## src/hdl/tps_pkg.sv

```systemverilog
// Package for the 8-bit timer/counter with shared prescaler.
// Assumes one clock, one clk edge per instruction cycle.
package tps_pkg;

    // Register word offsets on the plain register port.
    localparam int           ADDR_W     = 4;
    localparam logic [3:0]   OFF_COUNT  = 4'h0;
    localparam logic [3:0]   OFF_CFG    = 4'h1;
    localparam logic [3:0]   OFF_STATUS = 4'h2;
    localparam logic [3:0]   OFF_MASK   = 4'h3;

    // Reset values.
    localparam logic [7:0]   CFG_RST    = 8'hff;
    localparam logic [7:0]   COUNT_RST  = 8'h00;
    localparam logic [7:0]   STATUS_RST = 8'h00;
    localparam logic [7:0]   MASK_RST   = 8'h00;

    // Status and mask field positions.
    localparam int           OVF_BIT    = 0;

    // Cycles with no increment after a count write.
    localparam logic [1:0]   INH_CYCLES = 2'h2;

    // Count value that wraps to zero.
    localparam logic [7:0]   COUNT_TOP  = 8'hff;

    // Configuration register layout, bit 7 down to bit 0.
    typedef struct packed {
        logic       pullup_global_disable;
        logic       ext_int_edge_sel;
        logic       count_source_sel;
        logic       source_edge_sel;
        logic       prescaler_assign;
        logic [2:0] prescale_rate;
    } tps_cfg_t;

    // Prescaler count bits that must all be set for an output tick.
    // The timer gets 1:2 to 1:256, the watchdog 1:1 to 1:128.
    function automatic logic [7:0] tps_ps_mask(input logic [2:0] rate,
                                               input logic       to_wdt);
        logic [8:0] one;
        logic [8:0] m;
        one = 9'h001 << rate;
        if (!to_wdt) begin
            one = one << 1;
        end
        m = one - 9'h001;
        return m[7:0];
    endfunction : tps_ps_mask

endpackage : tps_pkg

```

## src/hdl/tps_edge.sv

```systemverilog
// Synchroniser and edge detector for the external count input.
// Assumes the pin is slow against clk; one pulse per selected edge.
`timescale 1ns/1ns
`default_nettype none
module tps_edge
    import tps_pkg::*;
(
    // Clock and reset
    input  wire logic clk,
    input  wire logic rst_n,
    // Pin and edge choice, 1 selects falling
    input  wire logic pin,
    input  wire logic falling_sel,
    // One-cycle pulse per qualifying edge
    output logic      edge_pulse
);
    logic sync1_q;
    logic sync2_q;
    logic prev_q;

    always_ff @(posedge clk or negedge rst_n) begin
        if (!rst_n) begin
            sync1_q <= 1'b0;
            sync2_q <= 1'b0;
            prev_q  <= 1'b0;
        end else begin
            sync1_q <= pin;
            sync2_q <= sync1_q;
            prev_q  <= sync2_q;
        end
    end

    assign edge_pulse = falling_sel ? (prev_q & ~sync2_q)
                                    : (~prev_q & sync2_q);

endmodule : tps_edge
`default_nettype wire

```

## src/hdl/tps_prescaler.sv

```systemverilog
// Shared 8-bit prescaler, serving either the timer or the watchdog.
// Assumes the caller gates the input pulse and drives the clear.
`timescale 1ns/1ns
`default_nettype none
module tps_prescaler
    import tps_pkg::*;
#(
    parameter int W = 8
)(
    // Clock and reset
    input  wire logic         clk,
    input  wire logic         rst_n,
    // Control
    input  wire logic         clr,
    input  wire logic         pulse,
    input  wire logic [2:0]   rate,
    input  wire logic         to_wdt,
    // Result
    output logic              tick,
    output logic [W-1:0]      cnt_q
);
    logic [W-1:0] mask;

    assign mask = W'(tps_ps_mask(rate, to_wdt));
    assign tick = pulse && ((cnt_q & mask) == mask);

    always_ff @(posedge clk or negedge rst_n) begin
        if (!rst_n) begin
            cnt_q <= '0;
        end else if (clr) begin
            cnt_q <= '0;
        end else if (pulse) begin
            cnt_q <= cnt_q + W'(1);
        end
    end

endmodule : tps_prescaler
`default_nettype wire

```

## src/hdl/tps_top.sv

```systemverilog
// Timer/counter top: count, configuration, status and mask registers.
// Assumes one clk edge per instruction cycle and synchronous strobes.
//
// How it works
// - An 8-bit count register, readable and writable by software.
// - Source select 0: count once per instruction cycle, through the prescaler when it is assigned to the timer.
// - No increment in the two cycles that follow a count write.
// - Source select 1: count on active edges of the external input.
// - Edge select bit picks rising or falling external edges.
// - One 8-bit prescaler, given to timer or watchdog, never both.
// - Assignment bit 0 gives the prescaler to the timer, 1 to watchdog.
// - Timer side offers eight ratios 1:2 to 1:256 from the rate field.
// - Timer runs 1:1 only while the prescaler serves the watchdog.
// - Prescaler count is never readable or writable by software.
// - With prescaler on timer, a count write clears the prescaler.
// - With prescaler on watchdog, a watchdog clear clears it too.
// - Wrap from ff to 00 sets the overflow flag, enabled or not.
// - Edge select 1 counts falling edges, 0 counts rising edges.
// - Rate codes double: timer 1:2 to 1:256, watchdog 1:1 to 1:128.
// - Timer frozen during sleep, so no overflow wakes the core.
//
// Chosen here: the address-and-strobe port and the placing of the registers.
`timescale 1ns/1ns
`default_nettype none
module tps_top
    import tps_pkg::*;
#(
    parameter int CW = 8
)(
    // Clock and reset
    input  wire logic              clk,
    input  wire logic              rst_n,
    // Register port
    input  wire logic [ADDR_W-1:0] addr,
    input  wire logic [7:0]        wdata,
    input  wire logic              wr,
    input  wire logic              rd,
    output logic [7:0]             rdata_q,
    // Core and watchdog side
    input  wire logic              sleep_mode,
    input  wire logic              watchdog_clear_instr,
    input  wire logic              wdt_base_pulse,
    output logic                   wdt_tick_q,
    // Pin
    input  wire logic              ext_count_input,
    // Interrupt and configuration outputs
    output logic                   irq_q,
    output logic                   pullup_global_disable_q,
    output logic                   ext_int_edge_sel_q
);

    // Registers.
    logic [CW-1:0] count_q;
    logic [CW-1:0] count_d;
    tps_cfg_t      cfg_q;
    logic [7:0]    status_q;
    logic [7:0]    status_d;
    logic [7:0]    mask_q;
    logic [1:0]    inh_q;
    logic [1:0]    inh_d;
    logic [7:0]    rdata_d;
    logic          irq_d;
    logic          wdt_tick_d;

    // Decodes.
    logic          wr_count;
    logic          wr_cfg;
    logic          wr_mask;
    logic          rd_status;
    logic          to_wdt;
    logic          ext_pulse;
    logic          src_pulse;
    logic          ps_in;
    logic          ps_clr;
    logic          ps_tick;
    logic [7:0]    ps_cnt;
    logic          inc;
    logic          ovf;

    assign wr_count  = wr && (addr == OFF_COUNT);
    assign wr_cfg    = wr && (addr == OFF_CFG);
    assign wr_mask   = wr && (addr == OFF_MASK);
    assign rd_status = rd && (addr == OFF_STATUS);

    assign to_wdt    = cfg_q.prescaler_assign;

    // External edges are found on synchronised samples, ahead of the
    // prescaler, so each edge feeds one pulse into the count path.
    tps_edge u_edge (
        .clk         (clk),
        .rst_n       (rst_n),
        .pin         (ext_count_input),
        .falling_sel (cfg_q.source_edge_sel),
        .edge_pulse  (ext_pulse)
    );

    // Timer source: every instruction cycle or an external edge.
    // Sleep stops the source, so the timer cannot overflow then.
    assign src_pulse = !sleep_mode &&
                       (cfg_q.count_source_sel ? ext_pulse : 1'b1);

    // The prescaler sees the timer source or the watchdog base tick.
    assign ps_in  = to_wdt ? wdt_base_pulse : src_pulse;
    assign ps_clr = to_wdt ? watchdog_clear_instr : wr_count;

    // The prescaler count has no register address at all.
    tps_prescaler #(
        .W (8)
    ) u_ps (
        .clk    (clk),
        .rst_n  (rst_n),
        .clr    (ps_clr),
        .pulse  (ps_in),
        .rate   (cfg_q.prescale_rate),
        .to_wdt (to_wdt),
        .tick   (ps_tick),
        .cnt_q  (ps_cnt)
    );

    // With the prescaler away at the watchdog the timer runs 1:1.
    // A count write in the same cycle wins, so it can neither wrap nor flag.
    assign inc = !wr_count && (inh_q == 2'h0) &&
                 (to_wdt ? src_pulse : ps_tick);
    assign ovf = inc && (count_q == CW'(COUNT_TOP));

    // Next values.
    assign count_d = wr_count ? CW'(wdata)
                   : inc      ? count_q + CW'(1)
                   : count_q;
    assign inh_d   = wr_count        ? INH_CYCLES
                   : (inh_q != 2'h0) ? inh_q - 2'h1
                   : inh_q;

    // A read clears the status, but a same-cycle overflow wins.
    assign status_d = (rd_status ? 8'h00 : status_q) |
                      (8'(ovf) << OVF_BIT);

    assign rdata_d = !rd                  ? 8'h00
                   : addr == OFF_COUNT    ? 8'(count_q)
                   : addr == OFF_CFG      ? cfg_q
                   : addr == OFF_STATUS   ? status_q
                   : addr == OFF_MASK     ? mask_q
                   : 8'h00;

    assign irq_d      = |(status_d & mask_q);
    assign wdt_tick_d = to_wdt ? ps_tick : wdt_base_pulse;

    always_ff @(posedge clk or negedge rst_n) begin
        if (!rst_n) begin
            count_q <= CW'(COUNT_RST);
            inh_q   <= 2'h0;
        end else begin
            count_q <= count_d;
            inh_q   <= inh_d;
        end
    end

    always_ff @(posedge clk or negedge rst_n) begin
        if (!rst_n) begin
            cfg_q  <= tps_cfg_t'(CFG_RST);
            mask_q <= MASK_RST;
        end else begin
            if (wr_cfg) begin
                cfg_q <= tps_cfg_t'(wdata);
            end
            if (wr_mask) begin
                mask_q <= wdata;
            end
        end
    end

    always_ff @(posedge clk or negedge rst_n) begin
        if (!rst_n) begin
            status_q   <= STATUS_RST;
            rdata_q    <= 8'h00;
            irq_q      <= 1'b0;
            wdt_tick_q <= 1'b0;
        end else begin
            status_q   <= status_d;
            rdata_q    <= rdata_d;
            irq_q      <= irq_d;
            wdt_tick_q <= wdt_tick_d;
        end
    end

    assign pullup_global_disable_q = cfg_q.pullup_global_disable;
    assign ext_int_edge_sel_q      = cfg_q.ext_int_edge_sel;

    // Software sequences for moving the prescaler are the caller's
    // duty; the block only honours whichever clear matches the owner.

    // Checks.

    a_write_load: assert property (
        @(posedge clk) disable iff (!rst_n)
        wr_count |=> (count_q == $past(CW'(wdata))))
        else $error("count write not loaded");

    a_inhibit_two: assert property (
        @(posedge clk) disable iff (!rst_n)
        wr_count ##1 !wr_count ##1 !wr_count
        |=> (count_q == $past(count_q, 2)))
        else $error("count moved inside the write hold-off");

    a_timer_mode: assert property (
        @(posedge clk) disable iff (!rst_n)
        (!cfg_q.count_source_sel && to_wdt && !sleep_mode &&
         inh_q == 2'h0 && !wr_count)
        |=> (count_q == $past(count_q) + CW'(1)))
        else $error("timer mode missed an instruction cycle");

    a_ext_edge: assert property (
        @(posedge clk) disable iff (!rst_n)
        (cfg_q.count_source_sel && !ext_pulse && !wr_count)
        |=> $stable(count_q))
        else $error("counter mode moved without an edge");

    a_edge_polarity: assert property (
        @(posedge clk) disable iff (!rst_n)
        ext_pulse |-> (cfg_q.source_edge_sel ? !u_edge.sync2_q
                                             : u_edge.sync2_q))
        else $error("edge pulse on the wrong transition");

    a_ps_clear: assert property (
        @(posedge clk) disable iff (!rst_n)
        (wr_count && !to_wdt) |=> (ps_cnt == 8'h00))
        else $error("count write left prescaler uncleared");

    a_wdt_clear: assert property (
        @(posedge clk) disable iff (!rst_n)
        (watchdog_clear_instr && to_wdt) |=> (ps_cnt == 8'h00))
        else $error("watchdog clear left prescaler uncleared");

    a_ovf_flag: assert property (
        @(posedge clk) disable iff (!rst_n)
        ((count_q == CW'(COUNT_TOP) && !wr_count) ##1 count_q == CW'(0))
        |-> status_q[OVF_BIT])
        else $error("wrap did not set the overflow flag");

    a_sleep_freeze: assert property (
        @(posedge clk) disable iff (!rst_n)
        (sleep_mode && !wr_count) |=> $stable(count_q))
        else $error("timer moved during sleep");

    a_rate_div: assert property (
        @(posedge clk) disable iff (!rst_n)
        (!to_wdt && cfg_q.prescale_rate == 3'h0 && ps_tick)
        |-> ps_cnt[0])
        else $error("1:2 ratio ticked on an even count");

    a_irq_level: assert property (
        @(posedge clk) disable iff (!rst_n)
        irq_q == $past(|(status_d & mask_q)))
        else $error("interrupt output disagrees with status");

    // The checks below watch the register port, the hold-off, the flag, the prescaler, sleep and the pin edge.
    // They are cheap, so they stay beside the logic instead of in the bench.

    a_rdata_idle: assert property (
        @(posedge clk) disable iff (!rst_n)
        !rd |=> (rdata_q == 8'h00))
        else $error("read data not zero outside a read");

    a_count_read: assert property (
        @(posedge clk) disable iff (!rst_n)
        (rd && addr == OFF_COUNT) |=> (rdata_q == $past(8'(count_q))))
        else $error("count read returned a stale value");

    a_unmapped_rd: assert property (
        @(posedge clk) disable iff (!rst_n)
        (rd && addr > OFF_MASK) |=> (rdata_q == 8'h00))
        else $error("unmapped read returned data");

    a_cfg_load: assert property (
        @(posedge clk) disable iff (!rst_n)
        wr_cfg |=> (8'(cfg_q) == $past(wdata)))
        else $error("configuration write not loaded");

    a_mask_load: assert property (
        @(posedge clk) disable iff (!rst_n)
        wr_mask |=> (mask_q == $past(wdata)))
        else $error("mask write not loaded");

    a_inh_load: assert property (
        @(posedge clk) disable iff (!rst_n)
        wr_count |=> (inh_q == INH_CYCLES))
        else $error("count write did not start the hold-off");

    a_inh_hold: assert property (
        @(posedge clk) disable iff (!rst_n)
        (inh_q != 2'h0 && !wr_count) |=> $stable(count_q))
        else $error("count moved during the hold-off");

    a_status_clear: assert property (
        @(posedge clk) disable iff (!rst_n)
        (rd_status && !ovf) |=> !status_q[OVF_BIT])
        else $error("status read did not clear the flag");

    a_ovf_sticky: assert property (
        @(posedge clk) disable iff (!rst_n)
        (status_q[OVF_BIT] && !rd_status) |=> status_q[OVF_BIT])
        else $error("overflow flag dropped without a read");

    a_ovf_cause: assert property (
        @(posedge clk) disable iff (!rst_n)
        (!status_q[OVF_BIT] ##1 status_q[OVF_BIT])
        |-> (count_q == CW'(0) && $past(count_q) == CW'(COUNT_TOP)))
        else $error("overflow flag set without a wrap");

    a_irq_masked: assert property (
        @(posedge clk) disable iff (!rst_n)
        (mask_q == 8'h00) |=> !irq_q)
        else $error("interrupt raised with every source masked");

    a_ps_wdt_owner: assert property (
        @(posedge clk) disable iff (!rst_n)
        (to_wdt && !wdt_base_pulse && !watchdog_clear_instr) |=> $stable(ps_cnt))
        else $error("watchdog prescaler moved on a timer pulse");

    a_ps_tmr_owner: assert property (
        @(posedge clk) disable iff (!rst_n)
        (!to_wdt && !src_pulse && !wr_count) |=> $stable(ps_cnt))
        else $error("timer prescaler moved without a source pulse");

    a_wdt_bypass: assert property (
        @(posedge clk) disable iff (!rst_n)
        !to_wdt |=> (wdt_tick_q == $past(wdt_base_pulse)))
        else $error("watchdog divided while the timer owns the prescaler");

    a_wdt_unity: assert property (
        @(posedge clk) disable iff (!rst_n)
        (to_wdt && cfg_q.prescale_rate == 3'h0) |=> (wdt_tick_q == $past(wdt_base_pulse)))
        else $error("watchdog rate 0 is not 1:1");

    a_rate_top: assert property (
        @(posedge clk) disable iff (!rst_n)
        (!to_wdt && cfg_q.prescale_rate == 3'h7 && ps_tick) |-> (ps_cnt == 8'hff))
        else $error("1:256 ratio ticked early");

    a_sleep_idle: assert property (
        @(posedge clk) disable iff (!rst_n)
        sleep_mode |-> !inc)
        else $error("increment issued during sleep");

    a_edge_single: assert property (
        @(posedge clk) disable iff (!rst_n)
        (ext_pulse && !wr_cfg) |=> !ext_pulse)
        else $error("one pin edge gave two pulses");

endmodule : tps_top
`default_nettype wire

```

## config.mk

```make
export PLATFORM = sky130hd
export DESIGN_NAME = tps_top
export DESIGN_NICKNAME = d
export VERILOG_FILES = /design/src/hdl/tps_pkg.sv /design/src/hdl/tps_edge.sv /design/src/hdl/tps_prescaler.sv /design/src/hdl/tps_top.sv
export SDC_FILE = /design/constraint.sdc
export NUM_CORES = 1
export LEC_CHECK = 0
export BUFFER_PORTS_ARGS = -buffer_cell sky130_fd_sc_hd__buf_2
export CORE_UTILIZATION = 58
export DETAILED_ROUTE_END_ITERATION = 8
export MAX_ROUTING_LAYER = met4
export PLACE_DENSITY = 0.8
export SLEW_MARGIN = 20
export SYNTH_ARGS = -nofsm -noshare
export SYNTH_HDL_FRONTEND = slang
export SYNTH_SLANG_ARGS = --single-unit
```

## constraint.sdc

```tcl
create_clock -name clk -period 3.3 [get_ports clk]
set_input_delay 0.66 -clock clk [delete_from_list [all_inputs] [get_ports clk]]
set_output_delay 0.66 -clock clk [all_outputs]
set_load 0.005 [all_outputs]
```

==> impl_metrics.xml <==
<?xml version="1.0" encoding="UTF-8"?>
<metrics>
  <group name="flow_run">
    <metric name="drv.max_cap_violation_count" unit="">0</metric>
  </group>
  <group name="power">
    <metric name="internal_power" unit="W">0.00122</metric>
    <metric name="clockPowerShare" unit="">0.207</metric>
    <metric name="power-per-cell-area" unit="nW/µm²">592</metric>
    <metric name="p_leak" unit="nW">1.45</metric>
    <metric name="vdd_drop_max" unit="mV">0.342</metric>
    <metric name="power.switching_fraction" unit="">0.345</metric>
    <metric name="share_seq_of_total_power" unit="">0.504</metric>
    <metric name="switching_power" unit="W">0.000644</metric>
    <metric name="comb_power_share" unit="">0.290</metric>
  </group>
  <group name="logic_synthesis">
    <metric name="synth_enable_flop_cells" unit="">0</metric>
    <metric name="yosys.cell_count.top_type" unit="">dfrtp_1</metric>
    <metric name="netlist_top_cells_area" unit="">dfrtp_1 (41%), dfstp_2 (7.4%), mux2i_1 (6.3%), mux2_2 (6.3%), and2_1 (3.3%)</metric>
    <metric name="postSynth.topFlopCell" unit="">dfrtp_1</metric>
    <metric name="synth_largest_type_area_fraction" unit="">0.413</metric>
    <metric name="syn_area_per_cell" unit="µm²">10.3</metric>
    <metric name="yosys.cell_types.count" unit="">46</metric>
    <metric name="syn-num-nets" unit="">301</metric>
    <metric name="synthesis.instances" unit="">277</metric>
    <metric name="netlist.top_cell.by_area" unit="">dfrtp_1</metric>
    <metric name="yosysSeqAreaShare" unit="">0.487</metric>
    <metric name="post_synth_instance_area" unit="µm²">2850</metric>
    <metric name="synth.cells.most_frequent" unit="">dfrtp_1 (47), nor2_1 (24), nand2_1 (20)</metric>
    <metric name="synth_async_sr_flop_share" unit="">1.00</metric>
    <metric name="yosys_warnings" unit="">0</metric>
    <metric name="postSynthRegisterBits" unit="">55</metric>
  </group>
  <group name="placement">
    <metric name="gp_congestion" unit="">0.813</metric>
    <metric name="half_perimeter_wire_length_of_the_detailed_placement_result" unit="mm">4.23</metric>
    <metric name="place.port_buffers" unit="">31</metric>
  </group>
  <group name="critical_path">
    <metric name="crit-reg2reg-capture" unit="">count_q[5]</metric>
    <metric name="rrSetupSlack" unit="ns">0.34</metric>
    <metric name="timing.critical_path.fanout_max" unit="">14</metric>
    <metric name="setup.worst_path.end_class" unit="">flop</metric>
    <metric name="critical_path_class" unit="">reg -&gt; reg</metric>
    <metric name="ff2ff_path_depth" unit="">10</metric>
    <metric name="timing.rr.start" unit="">to_wdt</metric>
    <metric name="setup.worst_path.start_class" unit="">flop</metric>
    <metric name="critPathArrivalTime" unit="ns">3.21</metric>
    <metric name="critPathRequiredTime" unit="ns">3.55</metric>
  </group>
  <group name="clocking">
    <metric name="clockRootBuffer" unit="">clkbuf_8</metric>
    <metric name="cts.htree.levels" unit="">2</metric>
    <metric name="postCtsHoldBufs" unit="">0</metric>
    <metric name="clock_insertion_delay_worst_skew" unit="ns">0.32</metric>
    <metric name="cts_num_sinks" unit="">55</metric>
    <metric name="tritoncts" unit="">done</metric>
    <metric name="clock_transition_at_the_registers_of_the_reported_paths" unit="ns">0.11</metric>
    <metric name="postCtsResizedCells" unit="">0</metric>
    <metric name="tritoncts.num_buffers" unit="">5</metric>
    <metric name="cts_max_path_buffers" unit="">2</metric>
    <metric name="post-cts-setup-buffers" unit="">0</metric>
  </group>
  <group name="detailed_routing">
    <metric name="dr.pass1.iters" unit="">4</metric>
    <metric name="route.detailed.drc" unit="">0</metric>
    <metric name="drt-total-wl" unit="mm">5.88</metric>
    <metric name="number_of_drc_markers_after_the_initial_detailed_route_iteration" unit="">245</metric>
    <metric name="vias" unit="">2164</metric>
    <metric name="drt.antenna.violating_nets" unit="">0</metric>
    <metric name="routedWlPerCell" unit="µm">15.7</metric>
    <metric name="routed_via_density" unit="">5.77</metric>
  </group>
  <group name="die">
    <metric name="start_util" unit="">0.603</metric>
    <metric name="num_rows" unit="">25</metric>
    <metric name="floorplan.die.height" unit="µm">72.1</metric>
    <metric name="die-area" unit="µm²">5190</metric>
    <metric name="core_area" unit="µm²">4720</metric>
    <metric name="die_boundary_width" unit="µm">72.1</metric>
    <metric name="top_level_ports" unit="">32</metric>
  </group>
  <group name="timing">
    <metric name="finalSetupViolCount" unit="">0</metric>
    <metric name="timing.fmax" unit="GHz">0.338</metric>
    <metric name="hold_viol" unit="">0</metric>
    <metric name="tns" unit="ns">0</metric>
    <metric name="final.period_utilization" unit="">0.897</metric>
    <metric name="worst_max_slew_pin_slew" unit="ns">0.754</metric>
    <metric name="relSlewSlack" unit="">0.495</metric>
    <metric name="final_max_slew_viol_count" unit="">0</metric>
    <metric name="finalHoldWorstSlack" unit="ns">0.371</metric>
    <metric name="clock_skew" unit="ns">0.0147</metric>
    <metric name="timing.final.crit_period" unit="ns">2.96</metric>
    <metric name="rsz0062_at_grt" unit="">false</metric>
  </group>
  <group name="global_routing">
    <metric name="grt_pass1_vias" unit="">2055</metric>
    <metric name="largest_net_degree_at_the_start_of_global_routing" unit="">33</metric>
    <metric name="grt_antenna_before_repair" unit="">0</metric>
    <metric name="groute.usage.overall" unit="">0.249</metric>
    <metric name="grt.overflow.total" unit="">0</metric>
    <metric name="global_route_wire_length_before_repair" unit="mm">9.40</metric>
  </group>
  <group name="cells_and_area">
    <metric name="antenna_cells" unit="">0</metric>
    <metric name="fillerInstances" unit="">380</metric>
    <metric name="net_count_of_the_finished_layout" unit="">331</metric>
    <metric name="syn_to_final_growth" unit="%">10.8</metric>
    <metric name="share_of_final_layout_standard_cells_stronger_than_drive_strength_1" unit="">0.231</metric>
  </group>
  <group name="run_status">
    <metric name="run_status" unit="">complete, no violations</metric>
  </group>
  <group name="hold_path">
    <metric name="min-delay-path-class" unit="">in -&gt; async</metric>
  </group>
</metrics>
-- logic make-up (layout without fill, tap and decap cells) --
logic type / after synthesis / in the layout / share of synthesized area
AO/OA/AOI/OAI: 50 / 50 / 0.108
XOR/XNOR: 9 / 9 / 0.0277
adder cells (fa/ha/maj): 4 / 4 / 0.0176
buffers and inverters: 20 / 51 / 0.0325
flip-flops: 55 / 55 / 0.487
multiplexers: 35 / 35 / 0.130
AND/OR/NAND/NOR: 104 / 104 / 0.197
-- flip-flops by register name, indices dropped and copies added (netlist names), 2 cells and up --
signal      cells
mask_q          8
inh_q           2
status_q        8
cfg_q           5
u_ps.cnt_q      8
count_q         8
rdata_q         8
-- metrics by stage --
stage | std cells | utilization | power (W) | area [µm²] | setup WS, ns
5_1_grt | 375 | 0.668 | 0.00198 | 3160 | 0.225
3_3_place_gp | 367 | 0.647 | 0.00145 | 3060 | 0.270
3_5_place_dp | 367 | 0.647 | 0.00148 | 3060 | 0.0579
2_1_floorplan | 277 | - | 0.00133 | 2850 | 0.928
6_report | 375 | 0.668 | 0.00187 | 3160 | 0.340
4_1_cts | 375 | 0.667 | 0.00187 | 3150 | 0.0193
-- cell type report --
class                           count  area [µm²]  share of cell area
Clock buffer                        5        68.8              0.0218
Multi-Input combinational cell    202        1380               0.436
Sequential cell                    55        1390               0.439
Inverter                            7        26.3             0.00833
Timing Repair Buffer               36         193              0.0611
Clock inverter                      3        22.5             0.00714
Tap cell                           67        83.8              0.0266
-- layout by cell type (no fill, tap or decap), types with 4 or more instances in the layout --
cell       n
o21ai_0   11
a21oi_1   12
and2_1    15
dfrtp_1   47
mux2_2    16
nand3_1   11
nand4_1    4
ha_1       4
buf_2     31
inv_1      7
dfstp_2    8
xor2_1     7
mux2i_1   18
a22oi_1    5
nand3b_1   6
buf_4      5
nor2_1    24
nor3_1     4
nand2_1   20
clkbuf_8   5
-- worst max path at each step --
stage	from	slack [ns]	cells after the start	endpoint
floorplan	addr[1]	0.93	10	count_q[2]
global placement	to_wdt	0.27	10	count_q[5]
detailed placement	to_wdt	0.06	10	count_q[7]
CTS	to_wdt	0.02	10	count_q[5]
global route	to_wdt	0.22	10	count_q[5]
finish	to_wdt	0.34	10	count_q[5]
-- power groups by stage --
stage          clock network, W  logic [W]  registers (W)
2_1_floorplan                 0   0.000434       0.000895
3_3_place_gp                  0   0.000507       0.000944
5_1_grt                0.000421   0.000600       0.000958
3_5_place_dp                  0   0.000532       0.000952
4_1_cts                0.000394   0.000537       0.000938
6_report               0.000386   0.000541       0.000941
-- worst max-delay path, cell delays in order (launching register included) --
cell and delay, ns:
dfstp_2 0.66, nand2b_1 0.11, nor3_1 0.25, inv_1 0.08, ha_1 0.29, nor2b_1 0.17, mux2i_1 0.20, nand4bb_1 0.14
o22ai_2 0.55, mux2_1 0.39, nand2_1 0.06
-- routing by layer --
layer	part of all wire	wire length, µm	vias up	global-route usage
li1	-	-	1037	-
met1	0.46	2720	1042	0.330
met2	0.46	2730	68	0.372
met3	0.047	279	17	0.0472
met4	0.025	148	0	0.118
met5	0	0	-	-
(Power assumes the default switching activity.)
